**config.mk**
```make
export PLATFORM = sky130hd
export DESIGN_NAME = bzt_tone_gen
export DESIGN_NICKNAME = d
export VERILOG_FILES = /design/src/logic/bzt_pkg.sv /design/src/logic/bzt_tone_gen.sv
export SDC_FILE = /design/constraint.sdc
export NUM_CORES = 1
export LEC_CHECK = 0
export ABC_AREA = 0
export BUFFER_PORTS_ARGS = -buffer_cell sky130_fd_sc_hd__buf_2
export CAP_MARGIN = 20
export CORE_UTILIZATION = 50
export DETAILED_ROUTE_END_ITERATION = 10
export MAX_ROUTING_LAYER = met4
export PLACE_DENSITY = 0.78
export SKIP_CTS_REPAIR_TIMING = 1
export SLEW_MARGIN = 20
export SYNTH_ARGS = -nofsm -noshare
export SYNTH_HDL_FRONTEND = slang
export SYNTH_SLANG_ARGS = --single-unit
```
**constraint.sdc**
```tcl
create_clock -name clk_sys_i -period 4.5 [get_ports clk_sys_i]
set_input_delay 0.45 -clock clk_sys_i [delete_from_list [all_inputs] [get_ports clk_sys_i]]
set_output_delay 0.45 -clock clk_sys_i [all_outputs]
set_load 0.005 [all_outputs]
```
**src/logic/bzt_pkg.sv**
```systemverilog
// Constants, register map and types of the buzzer tone session generator.
// Assumes a 32-bit AXI4-Lite register bus and one 200 MHz system clock.
package bzt_pkg;

  // ----------------------------------------------------------------
  // Register indices (byte address is four times the index)
  // ----------------------------------------------------------------
  localparam logic [29:0] IDX_TONE_FREQ_LOW = 30'h0000A128;
  localparam logic [29:0] IDX_FRAME_PULSE = 30'h0000A129;
  localparam logic [29:0] IDX_SESSION_FRAMES = 30'h0000A12A;
  localparam logic [29:0] IDX_TONE_CONFIG = 30'h0000A12B;
  localparam logic [29:0] IDX_SESSION_MUTE = 30'h0000A12C;
  localparam logic [29:0] IDX_IRQ_STATUS = 30'h0000A12D;
  localparam logic [29:0] IDX_IRQ_MASK = 30'h0000A12E;

  // ----------------------------------------------------------------
  // Reset values
  // ----------------------------------------------------------------
  localparam logic [7:0] RST_TONE_FREQ_LOW = 8'h10;
  localparam logic [7:0] RST_FRAME_PULSE = 8'hF0;
  localparam logic [7:0] RST_SESSION_FRAMES = 8'h80;
  localparam logic [7:0] RST_SESSION_MUTE = 8'hFF;
  localparam logic RST_IRQ_MASK = 1'h0;

  // ----------------------------------------------------------------
  // Configuration bit positions and field layout
  // ----------------------------------------------------------------
  localparam int CFG_ENABLE = 7;
  localparam int CFG_IRQ_EN = 6;
  localparam int CFG_CLK_SEL = 5;
  localparam int CFG_FREQ_MSB = 4;
  localparam int CFG_INVERT = 3;
  localparam int CFG_CONTINUOUS_MODE = 2;
  localparam int CFG_FLAG = 1;
  localparam int CFG_START = 0;
  localparam int FRAME_SOUND_LSB = 4;
  localparam int STATUS_SESSION_END = 0;

  // Bus answers
  localparam logic [1:0] RESP_OKAY = 2'h0;
  localparam logic [1:0] RESP_SLVERR = 2'h2;

  // Software-written configuration carried as one bundle
  typedef struct packed {
    logic tone_enable;
    logic session_end_irq_enable;
    logic tone_clock_select;
    logic freq_msb;
    logic output_invert;
    logic continuous_mode;
  } bzt_cfg_t;

  localparam bzt_cfg_t RST_CFG = '0;

  // Sequencer states, one-hot
  typedef enum logic [2:0] {
    ST_IDLE = 3'h1,
    ST_SOUND = 3'h2,
    ST_SILENT = 3'h4
  } bzt_state_t;

endpackage

```
**src/logic/bzt_tone_gen.sv**
```systemverilog
// Buzzer tone session generator: AXI4-Lite registers, tone divider,
// frame and session sequencer, session-end interrupt.
// Assumes tone clock sources arrive as asynchronous levels far slower
// than the 200 MHz system clock, and a synchronous active-low reset.
`timescale 1ns/10ps

module bzt_tone_gen (
  input wire logic clk_sys_i,
  input wire logic rst_n_i,
  input wire logic rtc_clk_i,
  input wire logic internal_fast_oscillator_i,
  input wire logic [31:0] s_axi_awaddr_i,
  input wire logic s_axi_awvalid_i,
  output logic s_axi_awready_o,
  input wire logic [31:0] s_axi_wdata_i,
  input wire logic [3:0] s_axi_wstrb_i,
  input wire logic s_axi_wvalid_i,
  output logic s_axi_wready_o,
  output logic [1:0] s_axi_bresp_o,
  output logic s_axi_bvalid_o,
  input wire logic s_axi_bready_i,
  input wire logic [31:0] s_axi_araddr_i,
  input wire logic s_axi_arvalid_i,
  output logic s_axi_arready_o,
  output logic [31:0] s_axi_rdata_o,
  output logic [1:0] s_axi_rresp_o,
  output logic s_axi_rvalid_o,
  input wire logic s_axi_rready_i,
  output logic tone_output_pin_o,
  output logic irq_o
);
  import bzt_pkg::*;

  // ----------------------------------------------------------------
  // Registers and state
  // ----------------------------------------------------------------
  logic [7:0] tone_divider_value;
  logic [7:0] frame_pulse_counts;
  logic [7:0] session_frame_count;
  logic [7:0] session_mute_frame;
  bzt_cfg_t cfg;
  logic session_end_flag;
  logic session_start_cmd;
  logic irq_mask;
  logic [29:0] aw_idx;
  logic [31:0] w_data;
  logic [3:0] w_strb;
  bzt_state_t state;
  logic [8:0] div_cnt;
  logic phase;
  logic [3:0] pulse_cnt;
  logic [7:0] frame_num;
  logic [1:0] clk_s1;
  logic [1:0] clk_s2;
  logic [1:0] clk_s3;

  // Write happens once both address and data are held
  logic wr_go;
  logic wr_hit;
  logic [3:0] sound_len;
  logic [3:0] silent_len;
  logic tick;
  logic half_end;
  logic pulse_end;
  logic part_end;
  logic session_end;
  logic launch;
  logic muted;

  assign wr_go = !s_axi_awready_o && !s_axi_wready_o && !s_axi_bvalid_o;
  assign sound_len = frame_pulse_counts[FRAME_SOUND_LSB +: 4];
  assign silent_len = frame_pulse_counts[FRAME_SOUND_LSB-1:0];

  // ----------------------------------------------------------------
  // Tone clock synchronisers
  // ----------------------------------------------------------------
  // Index 0 is the real-time clock, index 1 the fast oscillator
  always_ff @(posedge clk_sys_i) begin
    if (!rst_n_i) begin
      {clk_s1, clk_s2, clk_s3} <= '0;
    end else begin
      clk_s1 <= {internal_fast_oscillator_i, rtc_clk_i};
      clk_s2 <= clk_s1;
      clk_s3 <= clk_s2;
    end
  end

  // Rising edge of the selected source is one tone clock tick
  assign tick = cfg.tone_clock_select ? (clk_s2[1] && !clk_s3[1])
                                      : (clk_s2[0] && !clk_s3[0]);

  // Half period ends after divider+1 ticks; a pulse is two halves
  assign half_end = tick && (div_cnt == {cfg.freq_msb, tone_divider_value});
  assign pulse_end = half_end && phase;
  assign part_end = pulse_end &&
                    (pulse_cnt == ((state == ST_SOUND) ? sound_len : silent_len) - 4'h1);
  assign launch = (state == ST_IDLE) && cfg.tone_enable &&
                  (cfg.continuous_mode || session_start_cmd);

  // Session ends with the last frame; a count of zero wraps to 256
  always_comb begin
    session_end = 1'b0;
    if (frame_num == session_frame_count) begin
      if (state == ST_SILENT) begin
        session_end = part_end;
      end else if (state == ST_SOUND && silent_len == 4'h0) begin
        session_end = part_end;
      end
    end
  end

  assign muted = frame_num > session_mute_frame;

  // ----------------------------------------------------------------
  // Frame and session sequencer
  // ----------------------------------------------------------------
  // Disable forces idle at once, whatever the phase
  always_ff @(posedge clk_sys_i) begin
    if (!rst_n_i || !cfg.tone_enable) begin
      state <= ST_IDLE;
      div_cnt <= '0;
      phase <= 1'b0;
      pulse_cnt <= '0;
      frame_num <= '0;
    end else begin
      case (state)
        ST_IDLE: begin
          div_cnt <= '0;
          phase <= 1'b0;
          pulse_cnt <= '0;
          if (launch) begin
            frame_num <= 8'h01;
            state <= (sound_len != 4'h0) ? ST_SOUND : ST_SILENT;
          end
        end
        ST_SOUND, ST_SILENT: begin
          if (half_end) begin
            div_cnt <= '0;
            phase <= !phase;
          end else if (tick) begin
            div_cnt <= div_cnt + 9'h001;
          end
          if (pulse_end) begin
            pulse_cnt <= part_end ? 4'h0 : pulse_cnt + 4'h1;
          end
          if (session_end) begin
            frame_num <= 8'h01;
            // Continuous mode rolls straight into the next session
            if (cfg.continuous_mode) begin
              state <= (sound_len != 4'h0) ? ST_SOUND : ST_SILENT;
            end else begin
              state <= ST_IDLE;
            end
          end else if (part_end) begin
            if (state == ST_SOUND && silent_len != 4'h0) begin
              state <= ST_SILENT;
            end else begin
              frame_num <= frame_num + 8'h01;
              state <= (sound_len != 4'h0) ? ST_SOUND : ST_SILENT;
            end
          end
        end
        default: begin
          state <= ST_IDLE;
        end
      endcase
    end
  end

  // ----------------------------------------------------------------
  // Tone output pin
  // ----------------------------------------------------------------
  // Silent, muted and idle all rest low, then polarity applies
  always_ff @(posedge clk_sys_i) begin
    if (!rst_n_i) begin
      tone_output_pin_o <= 1'b0;
    end else begin
      tone_output_pin_o <= ((state == ST_SOUND) && !muted && phase)
                           ^ cfg.output_invert;
    end
  end

  // ----------------------------------------------------------------
  // AXI4-Lite write channels
  // ----------------------------------------------------------------
  // Ready drops after a handshake and returns once the response is accepted
  always_ff @(posedge clk_sys_i) begin
    if (!rst_n_i) begin
      s_axi_awready_o <= 1'b1;
      s_axi_wready_o <= 1'b1;
      s_axi_bvalid_o <= 1'b0;
      s_axi_bresp_o <= RESP_OKAY;
      aw_idx <= '0;
      w_data <= '0;
      w_strb <= '0;
    end else begin
      if (s_axi_awvalid_i && s_axi_awready_o) begin
        s_axi_awready_o <= 1'b0;
        aw_idx <= s_axi_awaddr_i[31:2];
      end
      if (s_axi_wvalid_i && s_axi_wready_o) begin
        s_axi_wready_o <= 1'b0;
        w_data <= s_axi_wdata_i;
        w_strb <= s_axi_wstrb_i;
      end
      if (wr_go) begin
        s_axi_bvalid_o <= 1'b1;
        s_axi_bresp_o <= wr_hit ? RESP_OKAY : RESP_SLVERR;
      end else if (s_axi_bvalid_o && s_axi_bready_i) begin
        s_axi_bvalid_o <= 1'b0;
        s_axi_awready_o <= 1'b1;
        s_axi_wready_o <= 1'b1;
      end
    end
  end

  // Held write decode; the indices are contiguous, so a range test covers them
  assign wr_hit = (aw_idx >= IDX_TONE_FREQ_LOW) && (aw_idx <= IDX_IRQ_MASK);

  // ----------------------------------------------------------------
  // Plain software registers
  // ----------------------------------------------------------------
  // Only byte lane 0 carries data; other lanes are ignored
  always_ff @(posedge clk_sys_i) begin
    if (!rst_n_i) begin
      tone_divider_value <= RST_TONE_FREQ_LOW;
      frame_pulse_counts <= RST_FRAME_PULSE;
      session_frame_count <= RST_SESSION_FRAMES;
      session_mute_frame <= RST_SESSION_MUTE;
      cfg <= RST_CFG;
      irq_mask <= RST_IRQ_MASK;
    end else if (wr_go && w_strb[0]) begin
      if (aw_idx == IDX_TONE_FREQ_LOW) begin
        tone_divider_value <= w_data[7:0];
      end else if (aw_idx == IDX_FRAME_PULSE) begin
        frame_pulse_counts <= w_data[7:0];
      end else if (aw_idx == IDX_SESSION_FRAMES) begin
        session_frame_count <= w_data[7:0];
      end else if (aw_idx == IDX_TONE_CONFIG) begin
        cfg <= w_data[CFG_ENABLE:CFG_CONTINUOUS_MODE];
      end else if (aw_idx == IDX_SESSION_MUTE) begin
        session_mute_frame <= w_data[7:0];
      end else if (aw_idx == IDX_IRQ_MASK) begin
        irq_mask <= w_data[STATUS_SESSION_END];
      end
    end
  end

  // ----------------------------------------------------------------
  // Start command and session-end flag
  // ----------------------------------------------------------------
  // Hardware set beats a software clear in the same cycle
  always_ff @(posedge clk_sys_i) begin
    if (!rst_n_i) begin
      session_start_cmd <= 1'b0;
      session_end_flag <= 1'b0;
    end else begin
      // Start written together with enable must not be lost to the old enable
      if (wr_go && w_strb[0] && aw_idx == IDX_TONE_CONFIG &&
          w_data[CFG_START] && w_data[CFG_ENABLE]) begin
        session_start_cmd <= 1'b1;
      end else if (!cfg.tone_enable || (session_end && !cfg.continuous_mode)) begin
        session_start_cmd <= 1'b0;
      end
      if (session_end && cfg.session_end_irq_enable) begin
        session_end_flag <= 1'b1;
      end else if (wr_go && w_strb[0] &&
                   ((aw_idx == IDX_IRQ_STATUS && w_data[STATUS_SESSION_END]) ||
                    (aw_idx == IDX_TONE_CONFIG && w_data[CFG_FLAG]))) begin
        session_end_flag <= 1'b0;
      end
    end
  end

  // Level interrupt while the unmasked flag stands
  always_ff @(posedge clk_sys_i) begin
    if (!rst_n_i) begin
      irq_o <= 1'b0;
    end else begin
      irq_o <= session_end_flag && irq_mask;
    end
  end

  // ----------------------------------------------------------------
  // AXI4-Lite read channels
  // ----------------------------------------------------------------
  // One read at a time; data is captured at the address handshake
  always_ff @(posedge clk_sys_i) begin
    if (!rst_n_i) begin
      s_axi_arready_o <= 1'b1;
      s_axi_rvalid_o <= 1'b0;
      s_axi_rdata_o <= '0;
      s_axi_rresp_o <= RESP_OKAY;
    end else if (s_axi_arvalid_i && s_axi_arready_o) begin
      s_axi_arready_o <= 1'b0;
      s_axi_rvalid_o <= 1'b1;
      s_axi_rresp_o <= RESP_OKAY;
      s_axi_rdata_o <= '0;
      if (s_axi_araddr_i[31:2] == IDX_TONE_FREQ_LOW) begin
        s_axi_rdata_o[7:0] <= tone_divider_value;
      end else if (s_axi_araddr_i[31:2] == IDX_FRAME_PULSE) begin
        s_axi_rdata_o[7:0] <= frame_pulse_counts;
      end else if (s_axi_araddr_i[31:2] == IDX_SESSION_FRAMES) begin
        s_axi_rdata_o[7:0] <= session_frame_count;
      end else if (s_axi_araddr_i[31:2] == IDX_TONE_CONFIG) begin
        s_axi_rdata_o[7:0] <= {cfg, session_end_flag, (state != ST_IDLE)};
      end else if (s_axi_araddr_i[31:2] == IDX_SESSION_MUTE) begin
        s_axi_rdata_o[7:0] <= session_mute_frame;
      end else if (s_axi_araddr_i[31:2] == IDX_IRQ_STATUS) begin
        s_axi_rdata_o[STATUS_SESSION_END] <= session_end_flag;
      end else if (s_axi_araddr_i[31:2] == IDX_IRQ_MASK) begin
        s_axi_rdata_o[STATUS_SESSION_END] <= irq_mask;
      end else begin
        s_axi_rresp_o <= RESP_SLVERR;
      end
    end else if (s_axi_rvalid_o && s_axi_rready_i) begin
      s_axi_rvalid_o <= 1'b0;
      s_axi_arready_o <= 1'b1;
    end
  end

endmodule

```
# After elaboration in Yosys (flattened, before gate mapping)
# Index checks and enable logic that the tools add are counted.
[word_totals] ff_bits=130 output_inout_bits=43 in_bits=109 wordCells=194
[op_classes] eq_ne=27 muxes=57 magnitude_cmp=3 n_reduce_logical=63 add_sub_neg=4 n_bitwise=6
[op_table] op="$eq A30 B16 Y1 const B" count=14
[op_table] op="$mux W8" count=8
[op_table] op="$ge A30 B16 Y1 const B" count=1
[op_table] op="$le A30 B16 Y1 const B" count=1
[op_table] op="$logic_and A1 B1 Y1" count=29
[op_table] op="$mux W1" count=24
[op_table] op="$mux W3" count=6
[op_table] op="$mux W9" count=2
[op_table] op="$pmux W9 S2" count=1
[op_table] op="$mux W2" count=8
[op_table] op="$pmux W8 S2" count=1
[op_table] op="$mux W4" count=3
[op_table] op="$logic_not A1 Y1" count=10
[op_table] op="$reduce_and A2 Y1" count=5
[op_table] op="$reduce_bool A2 Y1" count=5
[op_table] op="$add A9 B1 Y9 const B" count=1
[op_table] op="$eq A9 B9 Y1" count=1
[op_table] op="$ne A3 B3 Y1 const B" count=3
[op_table] op="$add A8 B1 Y8 const B" count=1
[op_table] op="$eq A8 B8 Y1" count=1
[op_table] op="$gt A8 B8 Y1" count=1
[op_table] op="$pmux W4 S2" count=1
[op_table] op="$reduce_and A4 Y1" count=2
[op_table] op="$reduce_bool A4 Y1" count=2
[op_table] op="other kinds (20)" count=29

# Depth between registers and ports, before layout
[depth] depth_word=13 ltp_mapped=9 depth_no_buf=9

# Worst setup path before layout
# Ideal clock, no wire load.
[synth_path] kind="flip-flop to flip-flop" start="reg state[1]" end="reg frame_num[1]" setup_slack_ns=1.928 t_required_ns=4.360 path_buffers=0 path_stages_with_launch=8 t_arrival_ns=2.432 cell_sequence="dfxtp_1 > nor3b_2 > mux2_2 > nor4_1 > a211oi_1 > or4_1 > a21oi_1 > a211oi_1"
[synth_between] elab_chain_cells=10 elab_cells_between_ends=22 cone_classes="add/sub (1); eq/ne (7); mux (6); reduce/logical (8)"
[synth_lines] element="start: declaration" line_no="bzt_tone_gen.sv:48" text="bzt_state_t state;"
[synth_lines] element="start signal: assignment" line_no="bzt_tone_gen.sv:133" text="state <= (sound_len != 4'h0) ? ST_SOUND : ST_SILENT;"
[synth_lines] element="start signal: assignment" line_no="bzt_tone_gen.sv:150" text="state <= (sound_len != 4'h0) ? ST_SOUND : ST_SILENT;"
[synth_lines] element="start signal: assignment" line_no="bzt_tone_gen.sv:159" text="state <= (sound_len != 4'h0) ? ST_SOUND : ST_SILENT;"
[synth_lines] element="$eq A3 B2 Y1"
[synth_lines] element="$mux W4" line_no="bzt_tone_gen.sv:96" text="(pulse_cnt == ((state == ST_SOUND) ? sound_len : silent_len) - 4'h1);"
[synth_lines] element="$sub A4 B1 Y4" line_no="bzt_tone_gen.sv:96"
[synth_lines] element="$eq A4 B4 Y1" line_no="bzt_tone_gen.sv:96"
[synth_lines] element="$logic_and A1 B1 Y1" line_no="bzt_tone_gen.sv:95" text="assign part_end = pulse_end &&"
[synth_lines] element="$mux W1" line_no="bzt_tone_gen.sv:106" text="end else if (state == ST_SOUND && silent_len == 4'h0) begin"
[synth_lines] element="$mux W1" line_no="bzt_tone_gen.sv:104" text="if (state == ST_SILENT) begin"
[synth_lines] element="$mux W1" line_no="bzt_tone_gen.sv:103" text="if (frame_num == session_frame_count) begin"
[synth_lines] element="$ne A3 B3 Y1 (no source line) / $mux W8 (equally long branches)"
[synth_lines] element="$reduce_and A4 Y1 (no source line) / $pmux W8 S2 (equally long branches)"
[synth_lines] element="end signal: assignment" line_no="bzt_tone_gen.sv:158" text="frame_num <= frame_num + 8'h01;"
[synth_lines] element="end: declaration" line_no="bzt_tone_gen.sv:52" text="logic [7:0] frame_num;"
# Parallel ways exist; a longest one is shown, timed or not.
# A chain may end at the register's enable or synchronous reset.

# Worst setup path after layout
[layout_path] start="reg state[1]" end="reg frame_num[7]"
# Same word-level chain as after synthesis.

==> metrics.txt <==
Tmin final 3190 ps; Min-Delay Startpoint s_axi_awvalid_i; Final period util 0.709; Hold Fails Final Rpt 0; Sw Share 0.243; FF-to-FF Start state[1]; CTS tree done; area fraction in compound gates after synthesis 0.157; Total GRT Usage 0.254; design area 7210 sq um; drt first pass iters 5; leakage power 3.06 nW; Worst-Skew Late Latency 420 ps; CTS root buffer clkbuf_16; layout cells sized above 1 0.159; via/cell ratio 5.62; Synth Area in XOR/XNOR 0.0338; Startpoint Class register; max-slew violation count 0; register area share after synthesis 0.412; die extent in x 114 microns; status finished, final reports clean; Max clock buf depth 2; via count 5680; Placer Congestion 0.866; Post-DRT Antenna Nets 0; Post-synth EDFFs 0; PortBufs 94; H-tree depth 4; Max-Cap Viols 0; VDD IR max 0.243 mV; Cells on Worst Hold Path 2; Routed WL per cell 15.2 microns; core area 12100 sq um; filler cell count 1047; Place WS 1420 ps; drt total wl 15.4 mm; Min-Delay Endpoint s_axi_awready_o; starting density of the core 0.515; Post-synth ARST share 0; Placed Area 6660 sq um; Synth Cell Area 6220 sq um; largest net degree at the start of global routing 42; number of global-route vias before repair 5128; Synth Area in Simple Gates 0.240; clock share of power 0.485; most common library cells after synthesis dfxtp_1 (128), nand2_1 (113), nor2_1 (68), a21oi_1 (65), mux2i_1 (40); Row Count 40; count of cell types in the netlist 56; FF+latch count, synth 128; RSZ-0062 raised after global routing false; Crit Path Category reg -> reg; Pint 1.98 mW; Die Height 114 microns; IO Count 152; synth-to-layout area growth 15.9%; Worst Tran Pin Value 951 ps; Worst setup EP type register; Syn Area/Cell 8.22 sq um; # diodes 0; Yosys top cell area share 0.412; full die area 12900 sq um; main combinational cell family by area after synthesis simple AND/OR/NAND/NOR gates; DRC viols 0; adder-cell share of the synthesized area 0.0221; Psw 0.637 mW; Final setup viols 0; CTS sink count 128; initial antenna violation count 0; clock skew 9.04 ps; post-route insts no fill 1011; dpl hpwl 10.7 mm; Yosys warnings 0; critical path fanouts, max 9; sequential share of power 0.455; WP data required 4760 ps; Hold WS 238 ps; Max Clock Freq 313 MHz; Synth Flop Type dfxtp_1; Mapped Cells 756; path depth of the worst reg2reg path 7; largest cells by area after synthesis dfxtp_1 (41%), nand2_1 (6.8%), mux2i_1 (6.4%); DP Cell Count 980; clk slew on worst S/H paths 60 ps; gr ovfl total 0; total CTS buffers 17; first-pass GRT wire length 24.8 mm; arrival time at the worst endpoint 3460 ps; min-delay worst type in -> reg; drt first-iter violations 449; R2R Setup Slk 1310 ps; Synth area leader dfxtp_1; PD cells 364 nW/um^2; setup TNS 0 ps; mux cell area share after synthesis 0.0662; reg2reg end frame_num[7]; Layout Nets 951; Combinational Power Share 0.059; setup ws final 1310 ps; count leader, synth dfxtp_1; Slew HR 0.365
==> logic make-up after synthesis <==
logic type                 after synthesis
muxes                                   41
DFF                                    128
buffers and inverters                   86
other                                    1
and+or+nand+nor                        310
adders and majority gates               11
xor gates and xnor gates                24
AOI/OAI and AO/OA                      155
==> state kept, by name, summed over array words and instances, names as in the netlist, 2 cells and up <==
name,count
state,3
session_frame_count,8
clk_s3,2
w_data,8
div_cnt,9
s_axi_rdata_o,8
pulse_cnt,4
clk_s2,2
session_mute_frame,8
aw_idx,30
clk_s1,2
frame_pulse_counts,8
frame_num,8
cfg,6
tone_divider_value,8
==> cells in the final DEF (no fill, tap or decap), types with 7 or more instances in the layout <==
cell	instances
a211oi_1	8
a21oi_1	65
a221oi_1	7
and2_1	9
buf_2	94
clkbuf_16	17
conb_1	26
dfxtp_1	128
ha_1	11
inv_1	21
mux2i_1	40
nand2_1	113
nand2b_1	8
nand3_1	23
nand4_1	15
nor2_1	68
nor3_1	16
nor4_1	14
o211ai_1	11
o21ai_0	24
or4_1	8
xnor2_1	12
xor2_1	12
==> power groups by stage <==
stage	clock, mW	sequential, mW	combinational, mW
finish	1.27	1.19	0.156
global route	1.34	1.20	0.176
CTS	1.28	1.19	0.156
detailed placement	0	1.22	0.154
global placement	0	1.22	0.152
floorplan	0	1.21	0.114
==> stage by stage <==
step	power [mW]	util
final	2.62	0.598
after global routing	2.71	0.598
after CTS	2.63	0.598
after detailed placement	1.37	0.552
after global placement	1.37	0.552
after floorplan	1.32	-
==> worst max-delay path, cell delays in order, from the launching register on <==
cell	delay [ps]
dfxtp_1	400
nor3b_2	570
mux2_2	420
nor4_1	230
a211oi_1	130
or4_1	580
a21oi_1	610
a211oi_1	100
==> per-layer routing <==
| layer | wire length, microns | GRT usage | up-vias |
|---|---|---|---|
| li1 | - | - | 2789 |
| met1 | 6870 | 0.320 | 2616 |
| met2 | 7110 | 0.398 | 238 |
| met3 | 1010 | 0.0521 | 37 |
| met4 | 388 | 0.101 | 0 |
| met5 | 0 | - | - |
==> worst max path at each step <==
stage / slack [ps] / to / from / cells after the start
floorplan: 1930 / frame_num[1] / state[1] / 7
global placement: 1490 / state[2] / state[1] / 7
detailed placement: 1420 / frame_num[3] / state[1] / 7
CTS: 1390 / frame_num[7] / state[1] / 7
global route: 1090 / frame_num[7] / state[1] / 7
finish: 1310 / frame_num[7] / state[1] / 7
==> final cells by class <==
type | instances | area, sq um | share of cell area
clock inverters | 13 | 118 | 0.0163
multi-input cells | 567 | 3330 | 0.462
clock buffers | 18 | 429 | 0.0595
flip-flops and latches | 128 | 2560 | 0.356
repair buffers | 95 | 478 | 0.0663
well taps | 168 | 210 | 0.0292
inverters | 22 | 82.6 | 0.0115
Note: power is estimated with default switching activity, not from simulation.
